==> src/rtl/img_params.svh <==
// Purpose: constants of the interrupt message generator
// Assumes: 32-bit apb data, byte offsets within a 256-byte window
// Notes:   definitions only
`ifndef IMG_PARAMS_SVH
`define IMG_PARAMS_SVH

// ----------------------------------------------------------------
// register byte offsets
// ----------------------------------------------------------------
`define IMG_OFF_INT_MSI_CTRL 8'h00
`define IMG_OFF_GPIO_CTRL    8'h04
`define IMG_OFF_MSI_ADDR     8'h08
`define IMG_OFF_MSI_DATA     8'h0C
`define IMG_OFF_MSI_MAP      8'h10
`define IMG_OFF_MSI_MASK     8'h14
`define IMG_OFF_MSI_PEND     8'h18
`define IMG_OFF_REQ_ID       8'h1C
`define IMG_OFF_IRQ_STAT     8'h20
`define IMG_OFF_IRQ_MASK     8'h24
`define IMG_OFF_LINE_STAT    8'h28

// ----------------------------------------------------------------
// reset values and field positions
// ----------------------------------------------------------------
`define IMG_RST_MSI_MAP  24'hFAC688
`define IMG_RST_MSI_MASK 8'hFF
`define IMG_RST_REQ_ID   16'h0000
`define IMG_MAP_W        3
`define IMG_EV_INTX      0
`define IMG_EV_MSI       1
`define IMG_EV_RETRY     2
`define IMG_EV_FWD       3

// ----------------------------------------------------------------
// message codes: assert a..d, deassert a..d
// ----------------------------------------------------------------
`define IMG_MSG_ASSERT_BASE   8'h20
`define IMG_MSG_DEASSERT_BASE 8'h24

`endif

==> src/rtl/img_pkg.sv <==
// Purpose: types of the interrupt message generator
// Assumes: nothing
// Notes:   constants live in img_params.svh
`default_nettype none
package img_pkg;
  // ----------------------------------------------------------------
  // posted buffer entry
  // ----------------------------------------------------------------
  typedef enum logic [1:0] {
    IMG_KIND_MEMWR = 2'b00,
    IMG_KIND_MSG   = 2'b01
  } img_kind_t;

  typedef struct packed {
    img_kind_t   kind;     // memory write or message
    logic [7:0]  msg_code; // message code, zero for writes
    logic [15:0] req_id;   // requester id of the bridge
    logic [31:0] addr;     // write address
    logic [31:0] data;     // write data
  } img_entry_t;

  // forwarded write from the pci target side
  typedef struct packed {
    logic [31:0] addr;
    logic [31:0] data;
  } img_fwd_t;

  typedef enum logic [2:0] {
    IMG_ST_IDLE     = 3'b000,
    IMG_ST_ASSERT   = 3'b001,
    IMG_ST_DEASSERT = 3'b010,
    IMG_ST_MSI      = 3'b011
  } img_state_t;
endpackage
`default_nettype wire

==> src/rtl/img_top.sv <==
// Purpose: interrupt message generator feeding the upstream posted buffer
// Assumes: pins asynchronous; pci target signals on pclk
// Notes:   apb window of 256 bytes holds all registers
//
// Operation
// pin edges become assert or deassert messages
// forwarded msi writes pass as memory writes
// one posted buffer path for everything
// flags pending until buffer accepts message; code clears them on load into the output stage
// wait while pci posted transaction runs
// retry new posted attempts during load
// deassert only after assert on line
// round-robin among pending sources
// no queue; one pair per opportunity
// messages carry bridge requester id
// pin letter maps to same letter
// gpio falling edge triggers msi when enabled
// intx pins may send msi instead
// eight vectors, pin map, per-vector mask
// registers in a 256-byte window
// synchronise pins, detect both edges
// masked vector stays pending until unmasked
//
// The APB register port and the register offsets were left to the implementer.
`include "img_params.svh"
`default_nettype none
module img_top
  import img_pkg::*;
#(
  parameter int NVEC = 8
) (
  input wire logic pclk,
  input wire logic presetn,
  input wire logic psel,
  input wire logic penable,
  input wire logic pwrite,
  input wire logic [7:0] paddr,
  input wire logic [31:0] pwdata,
  output logic [31:0] prdata,
  output logic pready,
  output logic pslverr,
  input wire logic [3:0] intx_n,
  input wire logic [3:0] gpio,
  input wire logic pci_posted_busy,
  input wire logic pci_posted_req,
  output logic pci_retry,
  input wire logic fwd_valid,
  input wire img_fwd_t fwd,
  output logic fwd_ready,
  output logic pb_valid,
  output img_entry_t pb_entry,
  input wire logic pb_ready,
  output logic irq
);

  // ----------------------------------------------------------------
  // registers
  // ----------------------------------------------------------------
  logic [3:0] intx_msi;        // intx line sends msi instead of messages
  logic [3:0] gpio_irq_en;     // gpio acts as interrupt input
  logic [31:0] msi_addr;       // msi target address
  logic [15:0] msi_data;       // msi base data, vector ored in
  logic [23:0] msi_map;        // 8 pins x 3 bits: intx 0..3, gpio 4..7
  logic [NVEC-1:0] msi_mask;   // per-vector mask
  logic [NVEC-1:0] msi_pend;   // vector waiting to be sent
  logic [15:0] req_id;         // bridge requester id
  logic [3:0] irq_stat;        // sticky events
  logic [3:0] irq_mask;        // event enables

  // ----------------------------------------------------------------
  // pin synchronisers and edge detectors
  // ----------------------------------------------------------------
  logic [7:0] pin_s1, pin_s2, pin_d;
  logic [7:0] pin_fall, pin_rise;

  // two flops, then a history flop for the edge detector
  always_ff @(posedge pclk or negedge presetn) begin
    if (!presetn) begin
      pin_s1 <= 8'hFF;
      pin_s2 <= 8'hFF;
      pin_d <= 8'hFF;
    end else begin
      pin_s1 <= {gpio, intx_n};
      pin_s2 <= pin_s1;
      pin_d <= pin_s2;
    end
  end

  assign pin_fall = pin_d & ~pin_s2;
  assign pin_rise = ~pin_d & pin_s2;

  // ----------------------------------------------------------------
  // arbitration and sequencing
  // ----------------------------------------------------------------
  img_state_t state, next_state;
  logic [3:0] asrt_pend, dasrt_pend, line_up;
  logic [11:0] req;
  logic [3:0] rr_last, win, cur;
  logic out_free, load_int, load_fwd;
  logic [NVEC-1:0] msi_set, msi_clr;
  logic [3:0] set_a, set_d;
  logic [2:0] cur_vec;

  // round-robin: first requester after the last served one
  function automatic logic [3:0] rr_pick(input logic [11:0] r, input logic [3:0] last);
    logic [3:0] w;
    logic found;
    logic [4:0] idx;
    w = last;
    found = 1'b0;
    for (int k = 1; k <= 12; k++) begin
      idx = 5'(last) + 5'(k);
      if (idx >= 5'd12) begin
        idx = idx - 5'd12;
      end
      if (!found && r[idx[3:0]]) begin
        w = idx[3:0];
        found = 1'b1;
      end
    end
    return w;
  endfunction

  // a line asks while an assert is pending or a deassert may follow one
  assign req[3:0] = asrt_pend | (dasrt_pend & line_up);
  assign req[11:4] = msi_pend & ~msi_mask;
  assign win = rr_pick(req, rr_last);
  assign cur_vec = 3'(cur - 4'd4);
  assign out_free = !pb_valid || pb_ready;
  assign load_int = out_free && (state != IMG_ST_IDLE);
  // forwarded writes use the same slot, only while no message is loading
  assign fwd_ready = out_free && (state == IMG_ST_IDLE);
  assign load_fwd = fwd_valid && fwd_ready;
  // new posted attempts are retried while a message is being loaded
  assign pci_retry = (state != IMG_ST_IDLE);

  // next state: start only when target side idle and no write forwarded
  always_comb begin
    next_state = state;
    case (state)
      IMG_ST_IDLE: begin
        if (|req && !pci_posted_busy && !fwd_valid) begin
          if (win >= 4'd4) begin
            next_state = IMG_ST_MSI;
          end else if (asrt_pend[win[1:0]]) begin
            next_state = IMG_ST_ASSERT;
          end else begin
            next_state = IMG_ST_DEASSERT;
          end
        end
      end
      IMG_ST_ASSERT: begin
        if (load_int) begin
          // pair: deassert follows at once if pending, no more
          next_state = dasrt_pend[cur[1:0]] ? IMG_ST_DEASSERT : IMG_ST_IDLE;
        end
      end
      IMG_ST_DEASSERT, IMG_ST_MSI: begin
        if (load_int) begin
          next_state = IMG_ST_IDLE;
        end
      end
      default: next_state = IMG_ST_IDLE;
    endcase
  end

  // state and the winner held through its loads
  always_ff @(posedge pclk or negedge presetn) begin
    if (!presetn) begin
      state <= IMG_ST_IDLE;
      cur <= 4'h0;
      rr_last <= 4'hB;
    end else begin
      state <= next_state;
      if (state == IMG_ST_IDLE && next_state != IMG_ST_IDLE) begin
        cur <= win;
        rr_last <= win;
      end
    end
  end

  // ----------------------------------------------------------------
  // pending flags
  // ----------------------------------------------------------------
  // an edge in the same cycle as the clear keeps the flag set
  always_comb begin
    set_a = pin_fall[3:0] & ~intx_msi;
    set_d = pin_rise[3:0] & ~intx_msi;
    msi_set = '0;
    msi_clr = '0;
    for (int p = 0; p < 8; p++) begin
      if (pin_fall[p] && ((p < 4) ? intx_msi[p] : gpio_irq_en[p-4])) begin
        msi_set[msi_map[p*3 +: 3]] = 1'b1;
      end
    end
    if (state == IMG_ST_MSI && load_int) begin
      msi_clr[cur_vec] = 1'b1;
    end
  end

  // intx flags cleared only when the output stage takes the message
  always_ff @(posedge pclk or negedge presetn) begin
    if (!presetn) begin
      asrt_pend <= 4'h0;
      dasrt_pend <= 4'h0;
      line_up <= 4'h0;
    end else begin
      for (int i = 0; i < 4; i++) begin
        if (set_a[i]) begin
          asrt_pend[i] <= 1'b1;
        end else if (state == IMG_ST_ASSERT && load_int && cur == 4'(i)) begin
          asrt_pend[i] <= 1'b0;
        end
        if (set_d[i]) begin
          dasrt_pend[i] <= 1'b1;
        end else if (state == IMG_ST_DEASSERT && load_int && cur == 4'(i)) begin
          dasrt_pend[i] <= 1'b0;
        end
        if (state == IMG_ST_ASSERT && load_int && cur == 4'(i)) begin
          line_up[i] <= 1'b1;
        end else if (state == IMG_ST_DEASSERT && load_int && cur == 4'(i)) begin
          line_up[i] <= 1'b0;
        end
      end
    end
  end

  // vectors: set wins over clear, mask only holds them back
  always_ff @(posedge pclk or negedge presetn) begin
    if (!presetn) begin
      msi_pend <= '0;
    end else begin
      msi_pend <= (msi_pend & ~msi_clr) | msi_set;
    end
  end

  // ----------------------------------------------------------------
  // posted buffer output stage
  // ----------------------------------------------------------------
  always_ff @(posedge pclk or negedge presetn) begin
    if (!presetn) begin
      pb_valid <= 1'b0;
      pb_entry <= '0;
    end else if (out_free) begin
      pb_valid <= load_int || load_fwd;
      pb_entry.req_id <= req_id;
      if (load_int && state == IMG_ST_MSI) begin
        pb_entry.kind <= IMG_KIND_MEMWR;
        pb_entry.msg_code <= 8'h00;
        pb_entry.addr <= msi_addr;
        pb_entry.data <= {16'h0000, msi_data | 16'(cur_vec)};
      end else if (load_int) begin
        pb_entry.kind <= IMG_KIND_MSG;
        // letter kept: line i gives code base+i
        pb_entry.msg_code <= ((state == IMG_ST_ASSERT) ? `IMG_MSG_ASSERT_BASE
                              : `IMG_MSG_DEASSERT_BASE) + 8'(cur[1:0]);
        pb_entry.addr <= 32'h00000000;
        pb_entry.data <= 32'h00000000;
      end else if (load_fwd) begin
        pb_entry.kind <= IMG_KIND_MEMWR;
        pb_entry.msg_code <= 8'h00;
        pb_entry.addr <= fwd.addr;
        pb_entry.data <= fwd.data;
      end
    end
  end

  // ----------------------------------------------------------------
  // apb slave, zero wait states
  // ----------------------------------------------------------------
  logic wr_en, rd_en, hit;
  logic [3:0] ev;

  assign pready = 1'b1;
  assign wr_en = psel && penable && pwrite;
  assign rd_en = psel && penable && !pwrite;
  assign hit = (paddr <= `IMG_OFF_LINE_STAT) && (paddr[1:0] == 2'b00);
  assign pslverr = psel && penable && !hit;

  // writable registers
  always_ff @(posedge pclk or negedge presetn) begin
    if (!presetn) begin
      intx_msi <= 4'h0;
      gpio_irq_en <= 4'h0;
      msi_addr <= 32'h00000000;
      msi_data <= 16'h0000;
      msi_map <= `IMG_RST_MSI_MAP;
      msi_mask <= NVEC'(`IMG_RST_MSI_MASK);
      req_id <= `IMG_RST_REQ_ID;
      irq_mask <= 4'h0;
    end else if (wr_en) begin
      if (paddr == `IMG_OFF_INT_MSI_CTRL) begin
        intx_msi <= pwdata[3:0];
      end else if (paddr == `IMG_OFF_GPIO_CTRL) begin
        gpio_irq_en <= pwdata[3:0];
      end else if (paddr == `IMG_OFF_MSI_ADDR) begin
        msi_addr <= pwdata;
      end else if (paddr == `IMG_OFF_MSI_DATA) begin
        msi_data <= pwdata[15:0];
      end else if (paddr == `IMG_OFF_MSI_MAP) begin
        msi_map <= pwdata[23:0];
      end else if (paddr == `IMG_OFF_MSI_MASK) begin
        msi_mask <= pwdata[NVEC-1:0];
      end else if (paddr == `IMG_OFF_REQ_ID) begin
        req_id <= pwdata[15:0];
      end else if (paddr == `IMG_OFF_IRQ_MASK) begin
        irq_mask <= pwdata[3:0];
      end
    end
  end

  // events: intx message, msi, retry, forwarded write
  always_comb begin
    ev = 4'h0;
    ev[`IMG_EV_INTX] = load_int && (state != IMG_ST_MSI);
    ev[`IMG_EV_MSI] = load_int && (state == IMG_ST_MSI);
    ev[`IMG_EV_RETRY] = pci_posted_req && pci_retry;
    ev[`IMG_EV_FWD] = load_fwd;
  end

  // sticky status, write one to clear, a new event wins
  always_ff @(posedge pclk or negedge presetn) begin
    if (!presetn) begin
      irq_stat <= 4'h0;
    end else begin
      irq_stat <= (irq_stat & ~((wr_en && paddr == `IMG_OFF_IRQ_STAT) ? pwdata[3:0] : 4'h0)) | ev;
    end
  end

  assign irq = |(irq_stat & irq_mask);

  // read mux, registered data is the register itself
  always_comb begin
    prdata = 32'h00000000;
    if (rd_en) begin
      if (paddr == `IMG_OFF_INT_MSI_CTRL) begin
        prdata = {28'h0000000, intx_msi};
      end else if (paddr == `IMG_OFF_GPIO_CTRL) begin
        prdata = {28'h0000000, gpio_irq_en};
      end else if (paddr == `IMG_OFF_MSI_ADDR) begin
        prdata = msi_addr;
      end else if (paddr == `IMG_OFF_MSI_DATA) begin
        prdata = {16'h0000, msi_data};
      end else if (paddr == `IMG_OFF_MSI_MAP) begin
        prdata = {8'h00, msi_map};
      end else if (paddr == `IMG_OFF_MSI_MASK) begin
        prdata = 32'(msi_mask);
      end else if (paddr == `IMG_OFF_MSI_PEND) begin
        prdata = 32'(msi_pend);
      end else if (paddr == `IMG_OFF_REQ_ID) begin
        prdata = {16'h0000, req_id};
      end else if (paddr == `IMG_OFF_IRQ_STAT) begin
        prdata = {28'h0000000, irq_stat};
      end else if (paddr == `IMG_OFF_IRQ_MASK) begin
        prdata = {28'h0000000, irq_mask};
      end else if (paddr == `IMG_OFF_LINE_STAT) begin
        prdata = {20'h00000, line_up, dasrt_pend, asrt_pend};
      end
    end
  end
endmodule
`default_nettype wire

==> config.mk <==
export PLATFORM = sky130hd
export DESIGN_NAME = img_top
export DESIGN_NICKNAME = d
export VERILOG_FILES = /design/src/rtl/img_pkg.sv /design/src/rtl/img_top.sv
export VERILOG_INCLUDE_DIRS = /design/src /design/src/rtl
export SDC_FILE = /design/constraint.sdc
export NUM_CORES = 1
export LEC_CHECK = 0
export CORE_AREA = 2 2 177 179
export DETAILED_ROUTE_END_ITERATION = 8
export DIE_AREA = 0 0 179 181
export DONT_BUFFER_PORTS = 1
export HOLD_SLACK_MARGIN = 0.03
export SYNTH_ARGS = -nofsm -noshare
export SYNTH_HDL_FRONTEND = slang
export SYNTH_SLANG_ARGS = --single-unit
==> constraint.sdc <==
create_clock -name pclk -period 6.7 [get_ports pclk]
set_input_delay 2.01 -clock pclk [delete_from_list [all_inputs] [get_ports pclk]]
set_output_delay 2.01 -clock pclk [all_outputs]
set_load 0.02 [all_outputs]
==> Word-level counts from Yosys, hierarchy flattened <==
Index checks and enable logic that the tools add are counted.
{ "word_totals": {"output_inout_bits": 128, "elab_cells": 395, "in_bits": 121, "register_bits": 258} }
{ "classes": {"bitwise": 33, "reduce_logical": 102, "add_sub_neg": 26, "order_cmp": 46, "mux": 137, "eq_ne": 17} }
{ "op_table": {"columns": ["op", "count"], "rows": [
  ["$mux W64", 3],
  ["$mux W32", 4],
  ["$mux W4", 25],
  ["$mux W8", 9],
  ["$or A8 B8 Y8", 8],
  ["$ge A5 B4 Y1 const B", 12],
  ["$lt A4 B5 Y1 const B", 12],
  ["$mux W1", 54],
  ["$logic_and A1 B1 Y1", 53],
  ["$bmux W1 S4", 12],
  ["$mux W16", 3],
  ["$mux W24", 2],
  ["$sub A4 B4 Y4 const B", 12],
  ["$lt A3 B4 Y1 const B", 9],
  ["$mux W12", 3],
  ["$eq A8 B5 Y1 const B", 4],
  ["$mux W10", 3],
  ["$demux W1 S3", 9],
  ["$ge A3 B1 Y1 const B", 9],
  ["$add A4 B4 Y5 const B", 5],
  ["$and A4 B4 Y4", 6],
  ["$and A8 B8 Y8", 3],
  ["$eq A8 B6 Y1 const B", 3],
  ["$not A8 Y8", 3],
  ["42 further kinds", 95]
]} }

==> Longest topological paths before layout <==
{ "logic_depth": {"depth_word": 47, "depth_mapped": 21, "depth_no_buf": 18} }

==> Worst setup path after synthesis <==
No wires, ideal clock.
{ "synth_timing": {"path_type": "input to output", "start": "input port paddr[4]", "end": "output port prdata[6]", "arrival_time_ns": 4.257, "required_time_ns": 4.690, "cell_stages": 7, "path_slack_ns": 0.433, "path_buffers": 1, "cell_sequence": "clkbuf_1 -> nand4b_1 -> nor2_1 -> a221oi_1 -> a21oi_1 -> nor2_1 -> a2111oi_0"} }
{ "synth_via": {"elab_chain_cells": 13, "word_cells_on_any_way": 23, "cone_classes": "10 x eq/ne; 12 x mux; 1 x reduce/logical"} }
{ "synth_lines": {"columns": ["item", "line", "rtl"], "rows": [
  ["start, declared", "img_top.sv:37", "input wire logic [7:0] paddr,"],
  ["$eq A8 B6 Y1 (no line)", null, null],
  ["$mux W12", "img_top.sv:356", "end else if (paddr == `IMG_OFF_LINE_STAT) begin"],
  ["$mux W12", "img_top.sv:354", "end else if (paddr == `IMG_OFF_IRQ_MASK) begin"],
  ["$mux W12", "img_top.sv:352", "end else if (paddr == `IMG_OFF_IRQ_STAT) begin"],
  ["$mux W16", "img_top.sv:350", "end else if (paddr == `IMG_OFF_REQ_ID) begin"],
  ["$mux W16", "img_top.sv:348", "end else if (paddr == `IMG_OFF_MSI_PEND) begin"],
  ["$mux W16", "img_top.sv:346", "end else if (paddr == `IMG_OFF_MSI_MASK) begin"],
  ["$mux W24", "img_top.sv:344", "end else if (paddr == `IMG_OFF_MSI_MAP) begin"],
  ["$mux W24", "img_top.sv:342", "end else if (paddr == `IMG_OFF_MSI_DATA) begin"],
  ["$mux W32", "img_top.sv:340", "end else if (paddr == `IMG_OFF_MSI_ADDR) begin"],
  ["$mux W32", "img_top.sv:338", "end else if (paddr == `IMG_OFF_GPIO_CTRL) begin"],
  ["$mux W32 (*)", "img_top.sv:336", "if (paddr == `IMG_OFF_INT_MSI_CTRL) begin"],
  ["$mux W32 (*)", "img_top.sv:335", "if (rd_en) begin"],
  ["end, declared", "img_top.sv:39", "output logic [31:0] prdata,"]
]} }
Mark *: on every way between the ends. The rest lies on a longest branch, timed or not.

==> Worst setup path after layout <==
{ "layout_timing": {"start": "input port paddr[6]", "end": "output port prdata[3]"} }
Same word-level chain as after synthesis.

==> run_results.csv <==
group,metric,value,unit
final_layout,syn2layout_area_growth,10.2,%
timing,post-route-min-period,6.20,ns
place,dp_worst_setup_slack,0.577,ns
floorplanning,die_y,181,um
drt,drc_errors,0,
setup_path,slowest_delay,0.38,ns
global_routing,grt.total_usage,26.7,%
timing,finalSetupViolCount,0,
final_layout,layout-drive-gt1-share,21.1,%
setup_path,crit_required,4.69,ns
global_routing,antenna_found_initial,0,
synthesis,postSynthCellCount,1423,
final_layout,antenna_cells,0,
worst_hold_path,holdPathEnd,"pin_s2[5]$_DFF_PN1_",
cts,clockBufferDepth,3,
timing,finalCritPeriodShare,92.5,%
place,dp.cells,1782,
setup_path,end_kind,"output pin",
timing,hold_viol,0,
setup_path,cp_data_arrival_time,4.19,ns
timing,max_freq,161,MHz
cts,clock_sinks,251,
floorplanning,ios,249,
synthesis,synth_edf_count,0,
timing,finClkSkew,0.0147,ns
power_and_ir_drop,leakagePower,6.79,nW
final_layout,final_common_cell,"dfrtp_1",
cts,ctsHoldBuffers,0,
worst_hold_path,hold_class,"reg -> reg",
floorplanning,die_x,179,um
floorplanning,core.rowCount,64,
run_status,outcome,"finished, final reports clean",
floorplanning,core,30300,um2
final_layout,fillers,2788,
timing,worstMarginPinSlew,1.21,ns
drt,drt_iter0_drc,935,
cts,cts_max_level,1,
setup_path,start_kind,"input port",
global_routing,grt_pass1_wl,67100,um
worst_hold_path,hold_depth,0,
cts,ctsResizeCount,0,
final_layout,final_cell_mix,"dfrtp_1, nand2_1, mux2_2",
synthesis,synth_area,14200,um2
setup_path,crit_top_cell,"nor2_1",
cts,root_buffer,"clkbuf_16",
setup_path,r2r_slack,1.21,ns
timing,slew_viol_final,0,
synthesis,synth-seq-cells,251,
cts,clkLatencyLatePin,0.54,ns
cts,cts_setup_buffers,0,
place,io_buffers,0,
global_routing,grt_max_degree,252,
synthesis,avgSynthCellArea,9.98,um2
drt,vias_per_cell,6.28,
timing,setup_ws,0.501,ns
setup_path,reg2reg_to,"state[0]$_DFF_PN0_",
synthesis,synthFlopType,"dfrtp_1",
drt,num_vias,11500,
synthesis,ys_warn_count,0,
drt,ant_nets,0,
global_routing,grt_overflow,0,
setup_path,critical_path.max_fanout,6,
final_layout,seqCellArea,6340,um2
drt,routedWlPerCell,23.6,um
setup_path,reg2reg_depth,13,
synthesis,yosysSeqAreaShare,44.7,%
setup_path,path_class,"in -> out",
setup_path,path_cells,"nor2_1 > nand2_1 > nor2_1 > nand2_1 > nor2_1 > mux2i_1 > a221oi_1 > o32ai_1 > a21oi_1 > buf_4",
cts,cts_buffers,26,
cts,cts_tree,"yes",
synthesis,synth-async-reset-ratio,100,%
floorplanning,dieArea,32400,um2
setup_path,crit_slowest_cell,"nor2_1",
power_and_ir_drop,ir_drop,0.000191,V
floorplanning,initial_core_util,46.8,%
timing,rsz0062_at_grt,"false",
final_layout,multi_input_area,7400,um2
setup_path,r2r_start,"rr_last[1]$_DFFE_PN1P_",
synthesis,synth_cell_types,106,
timing,max_slew_margin,18.4,%
worst_hold_path,worstHoldStart,"pin_s1[5]$_DFF_PN1_",
place,place.gp.congestion,0.947,
timing,tns,0,ns
global_routing,grt_pass1_vias,11100,
final_layout,final_cells,1830,
final_layout,nets,1558,
place,hpwl,32100,um
drt,wl,43200,um
run,cap_viol_max_count,0,
drt,first_pass_iters,6,
power_and_ir_drop,power_density,433,nW/um2
cts,clk_pin_slew,0.06,ns
## report_power, final
| group | internal, W | total, W | switching (W) |
|---|---|---|---|
| sequential | 0.00169 | 0.00203 | 0.000340 |
| clock | 0.000956 | 0.00158 | 0.000623 |
| combinational | 0.00127 | 0.00316 | 0.00189 |
| total | 0.00392 | 0.00678 | 0.00286 |
## critical path, delay by kind of cell
kind | cells | cell delay [ns]
AO/OA/AOI/OAI | 3 | 0.61
buffers and inverters | 1 | 0.18
multiplexers | 1 | 0.14
AND/OR/NAND/NOR | 5 | 1.24
## worst max path at each step
stage	end	startpoint	slack (ns)	cells past startpoint
global placement	prdata[29]	paddr[6]	0.66	6
detailed placement	prdata[3]	paddr[6]	0.58	10
finish	prdata[3]	paddr[6]	0.50	10
CTS	prdata[3]	paddr[6]	0.57	10
floorplan	prdata[6]	paddr[4]	0.43	7
global route	prdata[3]	paddr[1]	0.36	10
## routing by layer
metal	vias to the layer above	wire length, um	track usage, %
li1	5273	-	-
met1	5711	18500	37.7
met2	439	19900	41.4
met3	71	3590	5.79
met4	0	1240	7.77
met5	-	0	0
## state kept, by name, indices dropped and copies added (netlist names), 4 cells and up
register	flops
intx_msi	4
pin_d	8
msi_map	24
gpio_irq_en	4
msi_pend	8
msi_mask	8
pin_s1	8
line_up	4
asrt_pend	4
irq_stat	4
dasrt_pend	4
rr_last	4
pin_s2	8
irq_mask	4
req_id	16
pb_entry	84
msi_addr	32
msi_data	16
## synth_stat cells (30+ instances only)
master | count | share of area, %
clkbuf_1 | 67 | 1.8
nand3_1 | 30 | 1.1
dfstp_2 | 47 | 8.7
o21ai_0 | 97 | 3.4
nor2_1 | 81 | 2.1
mux2_2 | 109 | 8.6
a22oi_1 | 58 | 3.1
a21oi_1 | 42 | 1.5
dfrtp_1 | 204 | 36
nand2_1 | 191 | 5.1
nor3_1 | 33 | 1.2
## per-stage QoR
stage | hold slack (ns) | power (W) | cell area (um2) | utilization [%]
after floorplan | 0.345 | 0.00437 | 14200 | -
after global placement | 0.346 | 0.00517 | 14700 | 48.4
after detailed placement | 0.349 | 0.00516 | 14700 | 48.4
after CTS | 0.352 | 0.00676 | 15600 | 51.5
after global routing | 0.354 | 0.00721 | 15600 | 51.5
final | 0.352 | 0.00678 | 15600 | 51.5
## cell families (layout without fill, tap and decap cells)
family / count (synthesis) / after routing / share of synthesized area, %
other: 2 / 7 / 0.0529
AOI/OAI and AO/OA: 356 / 356 / 17.3
DFF: 251 / 251 / 44.7
and+or+nand+nor: 516 / 516 / 18.7
xor gates and xnor gates: 12 / 12 / 0.793
muxes: 145 / 145 / 12.8
buffers and inverters: 118 / 124 / 3.61
adders and majority gates: 23 / 23 / 2.03
## area by class of cell
type / count / area share [%]
clock buffer: 34 / 4.87
sequential: 251 / 40.5
inverter: 29 / 0.696
clock inverter: 14 / 1.18
tap: 396 / 3.17
timing repair buffer: 47 / 2.26
multi-input combinational: 1059 / 47.3
Power figures use the tool's default switching activity.
